<file path="config.mk">
export PLATFORM = sky130hd
export DESIGN_NAME = ipv_controller
export DESIGN_NICKNAME = d
export VERILOG_FILES = /design/src/ipv_pkg.sv /design/src/ipv_arb_if.sv /design/src/ipv_arbiter.sv /design/src/ipv_controller.sv /design/src/ipv_pin_sync.sv
export VERILOG_INCLUDE_DIRS = /design/src
export SDC_FILE = /design/constraint.sdc
export NUM_CORES = 1
export LEC_CHECK = 0
export BUFFER_PORTS_ARGS = -buffer_cell sky130_fd_sc_hd__buf_4
export CAP_MARGIN = 20
export CELL_PAD_IN_SITES_DETAIL_PLACEMENT = 1
export CELL_PAD_IN_SITES_GLOBAL_PLACEMENT = 1
export CORE_AREA = 2 2 93 95
export DETAILED_ROUTE_END_ITERATION = 16
export DIE_AREA = 0 0 95 97
export PLACE_DENSITY_LB_ADDON = 0.08
export RECOVER_POWER = 50
export SLEW_MARGIN = 40
export SYNTH_ARGS = -nofsm -noshare
export SYNTH_HDL_FRONTEND = slang
export SYNTH_SLANG_ARGS = --single-unit
</file>
<file path="constraint.sdc">
create_clock -name clk -period 15.2 [get_ports clk]
set_input_delay 4.56 -clock clk [delete_from_list [all_inputs] [get_ports clk]]
set_output_delay 4.56 -clock clk [all_outputs]
set_load 0.05 [all_outputs]
</file>
<file path="src/ipv_params.svh">
// constants of the interrupt priority and vectoring block
// assumes inclusion by bare name from the package only; the design modules use its macros through it
`ifndef IPV_PARAMS_SVH
`define IPV_PARAMS_SVH

// ****************************************************************
// vector table
// ****************************************************************
`define IPV_NUM_VECTORS 10
`define IPV_VEC_W       16
`define IPV_VEC_0       16'h0003
`define IPV_VEC_1       16'h000B
`define IPV_VEC_2       16'h0013
`define IPV_VEC_3       16'h001B
`define IPV_VEC_4       16'h0023
`define IPV_VEC_5       16'h002B
`define IPV_VEC_6       16'h0033
`define IPV_VEC_7       16'h003B
`define IPV_VEC_8       16'h0043
`define IPV_VEC_9       16'h004B
`define IPV_VEC_IDLE    16'h0000

// ****************************************************************
// pin synchroniser layout and reset values
// ****************************************************************
`define IPV_PIN_W       8
`define IPV_PIN_RST     1'h0
`define IPV_PIN_A       0
`define IPV_PIN_B       1
`define IPV_PIN_C       2
`define IPV_PIN_D       3
`define IPV_PIN_E       4
`define IPV_PIN_F       5
`define IPV_PIN_PORT0   6
`define IPV_PIN_RESET   7
`define IPV_SVC_RST     3'h0

`endif

</file>
<file path="src/ipv_pkg.sv">
// types shared by the interrupt priority and vectoring modules
// assumes ipv_params.svh is on the include path
package ipv_pkg;
	`include "ipv_params.svh"

	// ordered so that a plain compare ranks the levels
	typedef enum logic [1:0] {
		IPV_LVL_NONE,
		IPV_LVL_LOW,
		IPV_LVL_HIGH,
		IPV_LVL_TOP
	} ipv_lvl_e;

	// offer state toward the cpu sequencer
	typedef enum logic {
		IPV_ST_IDLE,
		IPV_ST_OFFER
	} ipv_state_e;

	typedef logic [3:0] ipv_idx_t;
endpackage : ipv_pkg
</file>
<file path="src/ipv_arb_if.sv">
// carrier between the controller and its arbiter
// assumes both ends share one clock; the bundle is purely combinational
`timescale 1ns/10ps
interface ipv_arb_if;
	import ipv_pkg::*;
	logic     [`IPV_NUM_VECTORS-1:0] req;
	ipv_lvl_e                        lvl [`IPV_NUM_VECTORS];
	ipv_lvl_e                        floor;
	logic                            found;
	ipv_idx_t                        idx;
	ipv_lvl_e                        win_lvl;

	modport arb (input req, lvl, floor, output found, idx, win_lvl);
	modport ctl (output req, lvl, floor, input found, idx, win_lvl);
endinterface : ipv_arb_if

</file>
<file path="src/ipv_arbiter.sv">
// level-then-address arbiter over the ten vectors
// assumes the floor is the level now in service; purely combinational
`timescale 1ns/10ps
module ipv_arbiter
	import ipv_pkg::*;
(
	// request bundle
	ipv_arb_if.arb a
);
	// ****************************************************************
	// selection
	// ****************************************************************
	// walk down so an equal level later in the walk means smaller address
	always_comb begin
		ipv_lvl_e best;
		best      = a.floor;
		a.found   = 1'b0;
		a.idx     = '0;
		a.win_lvl = IPV_LVL_NONE;
		for (int i = `IPV_NUM_VECTORS - 1; i >= 0; i--) begin
			if (a.req[i] && (a.lvl[i] > a.floor) &&
			    (a.lvl[i] >= best)) begin // RULE_02 RULE_03 RULE_04
				best      = a.lvl[i];
				a.found   = 1'b1;
				a.idx     = ipv_idx_t'(i);
				a.win_lvl = a.lvl[i];
			end
		end
	end
endmodule : ipv_arbiter

</file>
<file path="src/ipv_controller.sv">
// Contract
// [RULE_01] twenty sources fold onto ten vectors, sharers ORed into one request; the code folds twenty-one sources
// [RULE_02] three levels; requests at or below the serviced level are refused
// [RULE_03] among pending vectors the highest level wins, top over high over low
// [RULE_04] at equal level the smallest vector address wins
// [RULE_05] pin a at 00003H, pin b at 0000BH, each top or low
// [RULE_06] 00013H: pins c,e, timer0 low; 0001BH: pins d,f, base timer
// [RULE_07] 00023H timer0 high, 0002BH timer1, 00033H receive, 0003BH transmit
// [RULE_08] 00043H converter, timers 6,7, pwm; 0004BH port0 change
// [RULE_09] halt ends on an accepted request, reset pin, watchdog or low voltage
// [RULE_10] deep standby wakes only on pins a,b,c,e,f or port0
// [RULE_11] pins a and b wake deep standby only in level-sense mode
// [RULE_12] crystal-retaining standby also wakes on the base timer
// [RULE_13] returning from service restores the previously active level
//
// top of the interrupt priority and vectoring block
// assumes peripheral flags stay set until software clears them, and that
// the cpu sequencer answers an offer with a one-cycle acknowledge
`timescale 1ns/10ps
module ipv_controller
	import ipv_pkg::*;
(
	// clock and reset
	input  wire logic                         clk,
	input  wire logic                         rst_n,
	// external pin requests, asynchronous
	input  wire logic                         ext_pin_irq_a,
	input  wire logic                         ext_pin_irq_b,
	input  wire logic                         ext_pin_irq_c,
	input  wire logic                         ext_pin_irq_d,
	input  wire logic                         ext_pin_irq_e,
	input  wire logic                         ext_pin_irq_f,
	input  wire logic                         port0_irq,
	input  wire logic                         reset_pin_n,
	// peripheral requests, on clk
	input  wire logic                         timer0_low_event,
	input  wire logic                         timer0_high_event,
	input  wire logic                         timer1_low_event,
	input  wire logic                         timer1_high_event,
	input  wire logic                         base_timer_event,
	input  wire logic                         sync_serial_a_event,
	input  wire logic                         sync_async_serial_b_event,
	input  wire logic                         full_duplex_serial_rx,
	input  wire logic                         full_duplex_serial_tx,
	input  wire logic                         adc_done_event,
	input  wire logic                         timer6_event,
	input  wire logic                         timer7_event,
	input  wire logic                         pwm_channel_a,
	input  wire logic                         pwm_channel_b,
	// configuration, on clk
	input  wire logic [`IPV_NUM_VECTORS-1:0]  vec_level_sel,
	input  wire logic                         ext_a_level_mode,
	input  wire logic                         ext_b_level_mode,
	// system resets that end halt, on clk
	input  wire logic                         wdt_reset,
	input  wire logic                         lvd_reset,
	// standby modes from the core
	input  wire logic                         halt_mode,
	input  wire logic                         hold_mode,
	input  wire logic                         xtal_hold_mode,
	// cpu sequencer handshake
	input  wire logic                         irq_ack,
	input  wire logic                         irq_return,
	output logic                              irq_valid,
	output logic      [`IPV_VEC_W-1:0]        irq_vector,
	output ipv_lvl_e                          irq_level,
	output ipv_lvl_e                          active_level,
	output logic                              wake_halt,
	output logic                              wake_hold
);
	// ****************************************************************
	// pin synchronisers
	// ****************************************************************
	logic [`IPV_PIN_W-1:0] pin_raw;
	logic [`IPV_PIN_W-1:0] pin_s;

	// reset pin inverted ahead of the first stage, so all bits reset low
	assign pin_raw[`IPV_PIN_A]     = ext_pin_irq_a;
	assign pin_raw[`IPV_PIN_B]     = ext_pin_irq_b;
	assign pin_raw[`IPV_PIN_C]     = ext_pin_irq_c;
	assign pin_raw[`IPV_PIN_D]     = ext_pin_irq_d;
	assign pin_raw[`IPV_PIN_E]     = ext_pin_irq_e;
	assign pin_raw[`IPV_PIN_F]     = ext_pin_irq_f;
	assign pin_raw[`IPV_PIN_PORT0] = port0_irq;
	assign pin_raw[`IPV_PIN_RESET] = ~reset_pin_n;

	ipv_pin_sync #(
		.W         (`IPV_PIN_W)
	) u_sync (
		.clk       (clk),
		.rst_n     (rst_n),
		.pin_async (pin_raw),
		.pin_sync  (pin_s)
	);

	wire pin_a     = pin_s[`IPV_PIN_A];
	wire pin_b     = pin_s[`IPV_PIN_B];
	wire pin_c     = pin_s[`IPV_PIN_C];
	wire pin_d     = pin_s[`IPV_PIN_D];
	wire pin_e     = pin_s[`IPV_PIN_E];
	wire pin_f     = pin_s[`IPV_PIN_F];
	wire pin_port0 = pin_s[`IPV_PIN_PORT0];
	wire pin_reset = pin_s[`IPV_PIN_RESET];

	// ****************************************************************
	// source to vector folding
	// ****************************************************************
	logic [`IPV_NUM_VECTORS-1:0] vec_req;

	// shared vectors see the OR of their sources; software sorts them out
	assign vec_req[0] = pin_a;                                    // RULE_05
	assign vec_req[1] = pin_b;                                    // RULE_05
	assign vec_req[2] = pin_c | pin_e | timer0_low_event;         // RULE_06
	assign vec_req[3] = pin_d | pin_f | base_timer_event;         // RULE_06
	assign vec_req[4] = timer0_high_event;                        // RULE_07
	assign vec_req[5] = timer1_low_event | timer1_high_event;     // RULE_07
	assign vec_req[6] = sync_serial_a_event | full_duplex_serial_rx; // RULE_07
	assign vec_req[7] = sync_async_serial_b_event
	                  | full_duplex_serial_tx;                    // RULE_07
	assign vec_req[8] = adc_done_event | timer6_event | timer7_event
	                  | pwm_channel_a | pwm_channel_b;            // RULE_08 RULE_01
	assign vec_req[9] = pin_port0;                                // RULE_08

	// ****************************************************************
	// per-vector levels
	// ****************************************************************
	ipv_lvl_e vec_lvl [`IPV_NUM_VECTORS];

	// the two pin vectors choose top or low, the rest high or low
	genvar g;
	generate
		for (g = 0; g < `IPV_NUM_VECTORS; g++) begin : g_lvl
			if (g < 2) begin : g_pin
				assign vec_lvl[g] = vec_level_sel[g] ? IPV_LVL_TOP
				                                     : IPV_LVL_LOW; // RULE_05
			end else begin : g_per
				assign vec_lvl[g] = vec_level_sel[g] ? IPV_LVL_HIGH
				                                     : IPV_LVL_LOW; // RULE_06
			end
		end
	endgenerate

	// ****************************************************************
	// in-service tracking
	// ****************************************************************
	// one bit per level is enough: a level nests only above itself, so
	// the in-service set is always a strictly ordered stack
	logic [2:0] in_svc_reg;
	logic [2:0] in_svc_next;
	logic [2:0] svc_top_mask;
	logic [2:0] svc_set_mask;
	ipv_lvl_e   cur_level;

	assign cur_level = in_svc_reg[2] ? IPV_LVL_TOP  :
	                   in_svc_reg[1] ? IPV_LVL_HIGH :
	                   in_svc_reg[0] ? IPV_LVL_LOW  : IPV_LVL_NONE;

	// return drops only the newest level, uncovering the one beneath
	assign svc_top_mask = in_svc_reg[2] ? 3'h4 :
	                      in_svc_reg[1] ? 3'h2 :
	                      in_svc_reg[0] ? 3'h1 : 3'h0;            // RULE_13

	// ****************************************************************
	// arbitration
	// ****************************************************************
	ipv_arb_if arb_bus ();

	assign arb_bus.req   = vec_req;
	assign arb_bus.lvl   = vec_lvl;
	assign arb_bus.floor = cur_level;                              // RULE_02

	ipv_arbiter u_arb (
		.a (arb_bus)
	);

	// vector address by index, smaller index is smaller address
	function automatic logic [`IPV_VEC_W-1:0] vec_addr(input ipv_idx_t i);
		unique case (i)
			4'h0:    vec_addr = `IPV_VEC_0;
			4'h1:    vec_addr = `IPV_VEC_1;
			4'h2:    vec_addr = `IPV_VEC_2;
			4'h3:    vec_addr = `IPV_VEC_3;
			4'h4:    vec_addr = `IPV_VEC_4;
			4'h5:    vec_addr = `IPV_VEC_5;
			4'h6:    vec_addr = `IPV_VEC_6;
			4'h7:    vec_addr = `IPV_VEC_7;
			4'h8:    vec_addr = `IPV_VEC_8;
			4'h9:    vec_addr = `IPV_VEC_9;
			default: vec_addr = `IPV_VEC_IDLE;
		endcase
	endfunction : vec_addr

	// ****************************************************************
	// offer state machine
	// ****************************************************************
	ipv_state_e            state_reg;
	ipv_state_e            state_next;
	ipv_idx_t              offer_idx_reg;
	ipv_idx_t              offer_idx_next;
	ipv_lvl_e              offer_lvl_reg;
	ipv_lvl_e              offer_lvl_next;
	logic                  take;
	logic                  withdrawn;

	assign take      = (state_reg == IPV_ST_OFFER) && irq_ack;
	// a source cleared before the ack must not be vectored to
	assign withdrawn = (state_reg == IPV_ST_OFFER) && !irq_ack &&
	                   !vec_req[offer_idx_reg];

	always_comb begin
		state_next     = state_reg;
		offer_idx_next = offer_idx_reg;
		offer_lvl_next = offer_lvl_reg;
		unique case (state_reg)
			IPV_ST_IDLE: begin
				if (arb_bus.found) begin
					state_next     = IPV_ST_OFFER;
					offer_idx_next = arb_bus.idx;              // RULE_04
					offer_lvl_next = arb_bus.win_lvl;          // RULE_03
				end
			end
			IPV_ST_OFFER: begin
				if (take || withdrawn) begin
					state_next = IPV_ST_IDLE;
				end
			end
		endcase
	end

	// the taken offer's level joins the in-service set
	always_comb begin
		svc_set_mask = 3'h0;
		if (take) begin
			unique case (offer_lvl_reg)
				IPV_LVL_TOP:  svc_set_mask = 3'h4;
				IPV_LVL_HIGH: svc_set_mask = 3'h2;
				IPV_LVL_LOW:  svc_set_mask = 3'h1;
				IPV_LVL_NONE: svc_set_mask = 3'h0;
			endcase
		end
	end

	// a return and a new entry in one cycle both apply
	assign in_svc_next = (in_svc_reg & ~(irq_return ? svc_top_mask : 3'h0))
	                   | svc_set_mask;                              // RULE_13

	// ****************************************************************
	// wake requests
	// ****************************************************************
	logic wake_halt_next;
	logic wake_hold_next;
	logic pin_wake;

	// pins a and b only wake deep standby in level-sense mode
	assign pin_wake = (pin_a & ext_a_level_mode)
	                | (pin_b & ext_b_level_mode)                   // RULE_11
	                | pin_c | pin_e | pin_f | pin_port0;           // RULE_10

	assign wake_halt_next = halt_mode &
	                        (arb_bus.found | pin_reset |
	                         wdt_reset | lvd_reset);                // RULE_09
	assign wake_hold_next = (hold_mode & pin_wake) |
	                        (xtal_hold_mode &
	                         (pin_wake | base_timer_event));       // RULE_12

	// ****************************************************************
	// registers
	// ****************************************************************
	// state and in-service set
	always_ff @(posedge clk) begin
		if (!rst_n) begin
			state_reg     <= IPV_ST_IDLE;
			offer_idx_reg <= '0;
			offer_lvl_reg <= IPV_LVL_NONE;
			in_svc_reg    <= `IPV_SVC_RST;
		end else begin
			state_reg     <= state_next;
			offer_idx_reg <= offer_idx_next;
			offer_lvl_reg <= offer_lvl_next;
			in_svc_reg    <= in_svc_next;                          // RULE_02
		end
	end

	// outputs, each straight from a flip-flop
	always_ff @(posedge clk) begin
		if (!rst_n) begin
			irq_valid    <= 1'b0;
			irq_vector   <= `IPV_VEC_IDLE;
			irq_level    <= IPV_LVL_NONE;
			active_level <= IPV_LVL_NONE;
			wake_halt    <= 1'b0;
			wake_hold    <= 1'b0;
		end else begin
			irq_valid    <= (state_next == IPV_ST_OFFER);
			irq_vector   <= (state_next == IPV_ST_OFFER) ?
			                vec_addr(offer_idx_next) : `IPV_VEC_IDLE;
			irq_level    <= (state_next == IPV_ST_OFFER) ?
			                offer_lvl_next : IPV_LVL_NONE;
			active_level <= in_svc_next[2] ? IPV_LVL_TOP  :
			                in_svc_next[1] ? IPV_LVL_HIGH :
			                in_svc_next[0] ? IPV_LVL_LOW  : IPV_LVL_NONE;
			wake_halt    <= wake_halt_next;
			wake_hold    <= wake_hold_next;
		end
	end
endmodule : ipv_controller

</file>
<file path="src/ipv_pin_sync.sv">
// three-stage synchroniser for asynchronous pin levels
// assumes inputs come from outside the clk domain
`timescale 1ns/10ps
module ipv_pin_sync
	import ipv_pkg::*;
#(
	parameter int W = `IPV_PIN_W
) (
	// clock and reset
	input  wire logic         clk,
	input  wire logic         rst_n,
	// levels
	input  wire logic [W-1:0] pin_async,
	output logic      [W-1:0] pin_sync
);
	// ****************************************************************
	// per-bit chain
	// ****************************************************************
	genvar g;
	generate
		for (g = 0; g < W; g++) begin : g_bit
			logic s1_reg;
			logic s2_reg;
			logic s3_reg;
			logic out_reg;
			// a change counts only once the second and third stage agree
			always_ff @(posedge clk) begin
				if (!rst_n) begin
					s1_reg  <= `IPV_PIN_RST;
					s2_reg  <= `IPV_PIN_RST;
					s3_reg  <= `IPV_PIN_RST;
					out_reg <= `IPV_PIN_RST;
				end else begin
					s1_reg <= pin_async[g];
					s2_reg <= s1_reg;
					s3_reg <= s2_reg;
					if (s2_reg == s3_reg) begin
						out_reg <= s3_reg;
					end
				end
			end
			assign pin_sync[g] = out_reg;
		end
	endgenerate
endmodule : ipv_pin_sync

</file>
== Word level (Yosys, flattened, before mapping) ==
Memory sizes are Yosys's and may differ from the RTL's. A register that Yosys moved wholly into a read port is not among the register bits.
Index checks and enable logic that the tools add are counted.
Word-level totals
  flip-flop bits (word level): 64
  ROM bits: 96
  bits of input ports: 43
  memories: 1
Cells by class
  order comparisons: 21
  equality and inequality tests: 11
  mux-type cells: 70
  bitwise gates (word level): 31
  reductions and logical operators: 29
Memory list
  (name not given): words 16, width 6, rd ports 1, clocked after Yosys merged registers in 1, wr ports 0, line ipv_controller.sv:178  | unique case (i)
Operator list (count)
  $mux W2: 36
  $mux W4: 12
  $logic_and A1 B1 Y1: 23
  $or A1 B1 Y1: 21
  $ge A2 B2 Y1: 10
  $gt A2 B2 Y1: 10
  $mux W1: 16
  $pmux W3 S4: 1
  $mux W3: 3
  $eq A1 B1 Y1: 8
  $and A1 B1 Y1: 5
  $lt A4 B5 Y1 const B: 1
  $bmux W1 S4: 1
  $eq A2 B2 Y1 const B: 2
  $and A3 B3 Y3: 1
  $logic_not A1 Y1: 3
  $not A3 Y3: 1
  $or A3 B3 Y3: 1
  $eq A2 B1 Y1 const B: 1
  $logic_not A2 Y1: 1
  $not A1 Y1: 2
  $pmux W1 S2: 1
  $reduce_and A2 Y1: 1
  $logic_or A1 B1 Y1: 1

== Depth between registers and ports, before layout ==
  depth after elaboration: 38
  mapped depth: 57

== By module ==
From an unflattened synthesis, not the netlist that was laid out.
Unflattened totals
  cells, all modules: 429
  area total of the unflattened synthesis: 3668.5 um^2
By module, submodules not included
  ipv_arbiter: instances 1, cells each 204, area each 1540.2 um^2, seq. area each 0.0 um^2
  ipv_controller: instances 1, cells each 134, area each 1107.3 um^2, seq. area each 420.4 um^2
  ipv_pin_sync: instances 1, cells each 91, area each 1021.0 um^2, seq. area each 640.6 um^2

== Least setup slack after synthesis ==
OpenSTA, ideal clock, no wires.
  path type: input to register
  from: input port vec_level_sel[9]
  to: register offer_idx_reg[0]
  library setup time: 0.121 ns
  arrival: 13.705 ns
  data required time: 15.079 ns
  setup slack: 1.374 ns
  stages on the path: 53
  path through: ha_1 nor2b_4 o211ai_2 mux2_2 inv_1 ha_1 nand2b_4 a21o_1 nand3_1 mux2i_1 ha_1 o221a_2 o221ai_2 nand3b_1 nor3b_1 ha_1 nand2b_1 o211a_1 [17 not listed] o21ai_0 ha_1 nand2b_1 a21oi_1 a2111oi_2 o21bai_1 a21oi_1 a21oi_1 ha_1 nand2b_1 a21oi_1 a211oi_1 or3_1 o21ai_0 a21o_1 a21oi_1 a32oi_1 nor2b_1
Between the ends
  cells in the longest elaborated chain, start to end: 34
Ends and longest elaborated chain
  start: declaration: line ipv_controller.sv:51  | input wire logic [`IPV_NUM_VECTORS-1:0] vec_level_sel,
  $mux W2 *: line ipv_controller.sv:137  | assign vec_lvl[g] = vec_level_sel[g] ? IPV_LVL_HIGH
  $gt A2 B2 Y1: line ipv_arbiter.sv:21  | if (a.req[i] && (a.lvl[i] > a.floor) &&
  $logic_and A1 B1 Y1 (2 in a row): line ipv_arbiter.sv:21
  $mux W2: line ipv_arbiter.sv:21
  $ge A2 B2 Y1: line ipv_arbiter.sv:22  | (a.lvl[i] >= best)) begin
  $logic_and A1 B1 Y1: line ipv_arbiter.sv:21
  $mux W2: line ipv_arbiter.sv:21
  $ge A2 B2 Y1: line ipv_arbiter.sv:22
  [17 not listed]
  $ge A2 B2 Y1: line ipv_arbiter.sv:22
  $logic_and A1 B1 Y1: line ipv_arbiter.sv:21
  $mux W2: line ipv_arbiter.sv:21
  $ge A2 B2 Y1: line ipv_arbiter.sv:22
  $logic_and A1 B1 Y1: line ipv_arbiter.sv:21
  $mux W4 or $mux W1 (tied branches): line ipv_arbiter.sv:21
  $mux W4 *: line ipv_controller.sv:216  | if (arb_bus.found) begin
  $mux W4 *: line ipv_controller.sv:214  | unique case (state_reg)
  end signal: assignment: line ipv_controller.sv:278  | offer_idx_reg <= offer_idx_next;
  end: declaration: line ipv_controller.sv:198  | ipv_idx_t offer_idx_reg;
Mark *: on every way between the ends. The rest lies on a longest branch, timed or not.
A chain may end at the register's enable or synchronous reset.

== Worst setup path after layout ==
  from: input port vec_level_sel[9]
  to: register irq_vector[4]
Between the ends
  cells in the longest elaborated chain, start to end: 36
Ends and longest elaborated chain
  $mux W2 *: line ipv_controller.sv:137
  $gt A2 B2 Y1: line ipv_arbiter.sv:21
  $logic_and A1 B1 Y1 (2 in a row): line ipv_arbiter.sv:21
  $mux W2: line ipv_arbiter.sv:21
  $ge A2 B2 Y1: line ipv_arbiter.sv:22
  $logic_and A1 B1 Y1: line ipv_arbiter.sv:21
  $mux W2: line ipv_arbiter.sv:21
  $ge A2 B2 Y1: line ipv_arbiter.sv:22
  [19 not listed]
  $mux W2: line ipv_arbiter.sv:21
  $ge A2 B2 Y1: line ipv_arbiter.sv:22
  $logic_and A1 B1 Y1: line ipv_arbiter.sv:21
  $mux W1: line ipv_arbiter.sv:21
  $mux W1: line ipv_controller.sv:216
  $pmux W1 S2: line ipv_controller.sv:214
  $reduce_and A2 Y1 (no line)
  $logic_not A1 Y1 (no line)
  end: declaration: line ipv_controller.sv:65  | output logic [`IPV_VEC_W-1:0] irq_vector,
Marks and branches as above.

==> results.sh <==
export IMPL_switching_share=0.406
export IMPL_whs_path_depth=1
export IMPL_syn_mean_instance_area_um2=8.95
export IMPL_power_density_mw_per_mm2=111
export IMPL_clockPowerShare=0.191
export IMPL_grt_antenna_before_repair=0
export IMPL_criticalPathCategory="primary input to register"
export IMPL_vias=2931
export IMPL_layout_commonest_cell="buf_4"
export IMPL_syn2layout_area_growth_pct=18.7
export IMPL_internal_power_mw=0.262
export IMPL_hp_start="u_sync.g_bit[0].s1_reg"
export IMPL_synth_ff_type="dfxtp_1"
export IMPL_top_layer="met4"
export IMPL_drt_iter0_drc=56
export IMPL_routed_via_density=5.45
export IMPL_cp_startpoint="vec_level_sel[9]"
export IMPL_final_core_util=0.491
export IMPL_drive_gt1_frac=0.233
export IMPL_die_h_um=97
export IMPL_worstSkewPairLatency_ns=0.31
export IMPL_wl_met3_um=324
export IMPL_tightest_slew_ns=1.61
export IMPL_max_stage_delay_ns=0.39
export IMPL_initial_core_util=0.414
export IMPL_cp_arrival_ns=14.58
export IMPL_hold_path_class="register to register"
export IMPL_leakagePower_nw=1.73
export IMPL_max_clock_freq_mhz=69.5
export IMPL_grt_total_usage=0.187
export IMPL_ir_drop_mv=0.0595
export IMPL_path_buf_inv=3
export IMPL_r2r_start="in_svc_reg[0]"
export IMPL_crit_fanout=5
export IMPL_cts_root_buf="clkbuf_8"
export IMPL_htree_levels=2
export IMPL_drv_cap=1
export IMPL_detail_route_wl_per_cell_um=15.4
export IMPL_routabilityCongestion=0.829
export IMPL_async_reset_ff_frac=0
export IMPL_synthesis_area_mm2=0.00336
export IMPL_r2r_slack_ns=4.26
export IMPL_ant_nets=0
export IMPL_setup_tns_ns=0
export IMPL_grt_ovfl_total=0
export IMPL_combPwrFrac=0.439
export IMPL_grt_pass1_vias=3026
export IMPL_crit_required_ns=15.40
export IMPL_hold_path_endpoint="u_sync.g_bit[0].s2_reg"
export IMPL_fp_dieArea_mm2=0.00922
export IMPL_cts_buffer_depth=2
export IMPL_drc_errors=0
export IMPL_synth_cell_types=72
export IMPL_start_kind="primary input"
export IMPL_setup_violations_final=0
export IMPL_r2r_end="irq_vector[4]"
export IMPL_p_switching_mw=0.180
export IMPL_path_depth=54
export IMPL_routed_wirelength_um=8300
export IMPL_ys_ff_latch=53
export IMPL_die_w_um=95
export IMPL_power_frac_seq=0.370
export IMPL_yosysSeqAreaShare=0.315
export IMPL_crit_top_cell="ha_1"
export IMPL_status="complete, but fails checks"
export IMPL_synth_enable_flop_cells=0
export IMPL_layout_nets=503
export IMPL_finalCritPeriodShare=0.947
export IMPL_crit_path_end_kind="register"
export IMPL_crit_family="compound AO/OA/AOI/OAI gates"
export IMPL_core_area_mm2=0.00813
export IMPL_grt_max_degree=47
export IMPL_drtPass1Iterations=4
export IMPL_wl_met2_um=4210
export IMPL_clock_sinks=53
export IMPL_numCtsBuffers=5
export IMPL_insertedDiodeCount=0
export IMPL_ys_warn_count=0
export IMPL_cp_slowest_cell="nor4_4"
export IMPL_clk_pin_slew_ns=0.11
export IMPL_reg2reg_depth=55
export IMPL_worst_slew_margin_rel=-0.0714
export IMPL_fin_crit_ns=14.39
export IMPL_cts_tree="built"
export IMPL_drv_slew=47
export IMPL_fin_skew_ns=0.00965
export IMPL_hpwl_um=6530
export IMPL_final_cell_mix="buf_4, dfxtp_1, ha_1"
export IMPL_rows=33
export IMPL_grt_pass1_wl_um=14000
export IMPL_hold_viol_final=0
export IMPL_netlist_instances=376
export IMPL_wl_met1_um=3630
export IMPL_portBuffers=55
export IMPL_rsz0062_at_grt="no"
export IMPL_pin_count=66
export IMPL_violations="capacitance limit, slew limit"
cell usage after synthesis, types with 3 or more instances:
master,number,area [um2]
a21oi_1,18,90.1
a211oi_1,6,45.0
a21boi_0,13,97.6
dfxtp_1,53,1060
o21a_1,3,22.5
ha_1,28,350
a31oi_1,3,18.8
nor3b_1,5,37.5
clkbuf_1,7,26.3
nand2_1,27,101
a21o_1,6,45.0
o21ai_0,25,125
nor3_1,7,35.0
and2_1,27,169
nand2b_1,7,43.8
a2bb2oi_1,3,26.3
nor4_1,3,18.8
inv_1,17,63.8
nor2b_1,16,100
o211ai_1,6,45.0
buf_4,11,82.6
nand3_1,3,15.0
o211a_1,3,30.0
nor2_1,21,78.8
worst max path at each step:
stage                       endpoint  slack, ns
finish                 irq_vector[4]       0.81
global route           irq_vector[4]       0.04
CTS                    irq_vector[4]       0.22
detailed placement     irq_vector[4]      -0.07
global placement       irq_vector[4]       0.22
floorplan           offer_idx_reg[0]       1.37
cell families after synthesis:
family                   share of synthesized area
multiplexers                                0.0126
AO/OA/AOI/OAI                                0.274
adder cells (fa/ha/maj)                      0.104
AND/OR/NAND/NOR                              0.235
other                                      0.00111
buffers and inverters                       0.0580
flip-flops                                   0.315
cell type report:
class	count	area (um2)
multi-input combinational	295	2190
clock buffer	5	68.8
clock inverter	3	28.8
fill	976	4140
sequential	53	1060
inverter	17	63.8
timing repair buffer	60	447
tap	105	131
layer usage:
layer  track usage  vias to the layer above
met2         0.341                       56
met5             0                        -
met4        0.0524                        0
met1         0.226                     1406
met3        0.0257                       14
li1              -                     1455
repair_timing:
action | 4_1_cts | 5_1_grt
resized for setup | 0 | 10
endpoints found under the setup margin | 0 | 15
endpoints found under the hold margin | 0 | 0
hold buffers | 0 | 0
buffers inserted | 0 | 0
power by group through the flow:
| stage | registers, mW | logic, mW | clock network (mW) |
|---|---|---|---|
| 6_report | 0.164 | 0.194 | 0.0846 |
| 3_3_place_gp | 0.166 | 0.184 | 0 |
| 3_5_place_dp | 0.167 | 0.189 | 0 |
| 4_1_cts | 0.164 | 0.191 | 0.0886 |
| 5_1_grt | 0.165 | 0.214 | 0.0933 |
| 2_1_floorplan | 0.181 | 0.125 | 0 |
per-stage QoR:
stage	instance area (um2)	cells	total power, mW	setup slack, ns	hold slack (ns)
final	3990	538	0.442	0.812	0.445
after global routing	3990	538	0.473	0.0389	0.465
after CTS	3950	538	0.443	0.218	0.444
after detailed placement	3850	530	0.356	-0.0742	0.420
after global placement	3850	530	0.350	0.216	0.413
after floorplan	3400	385	0.306	1.37	0.412
No activity file was read; power rests on OpenSTA's default activity.
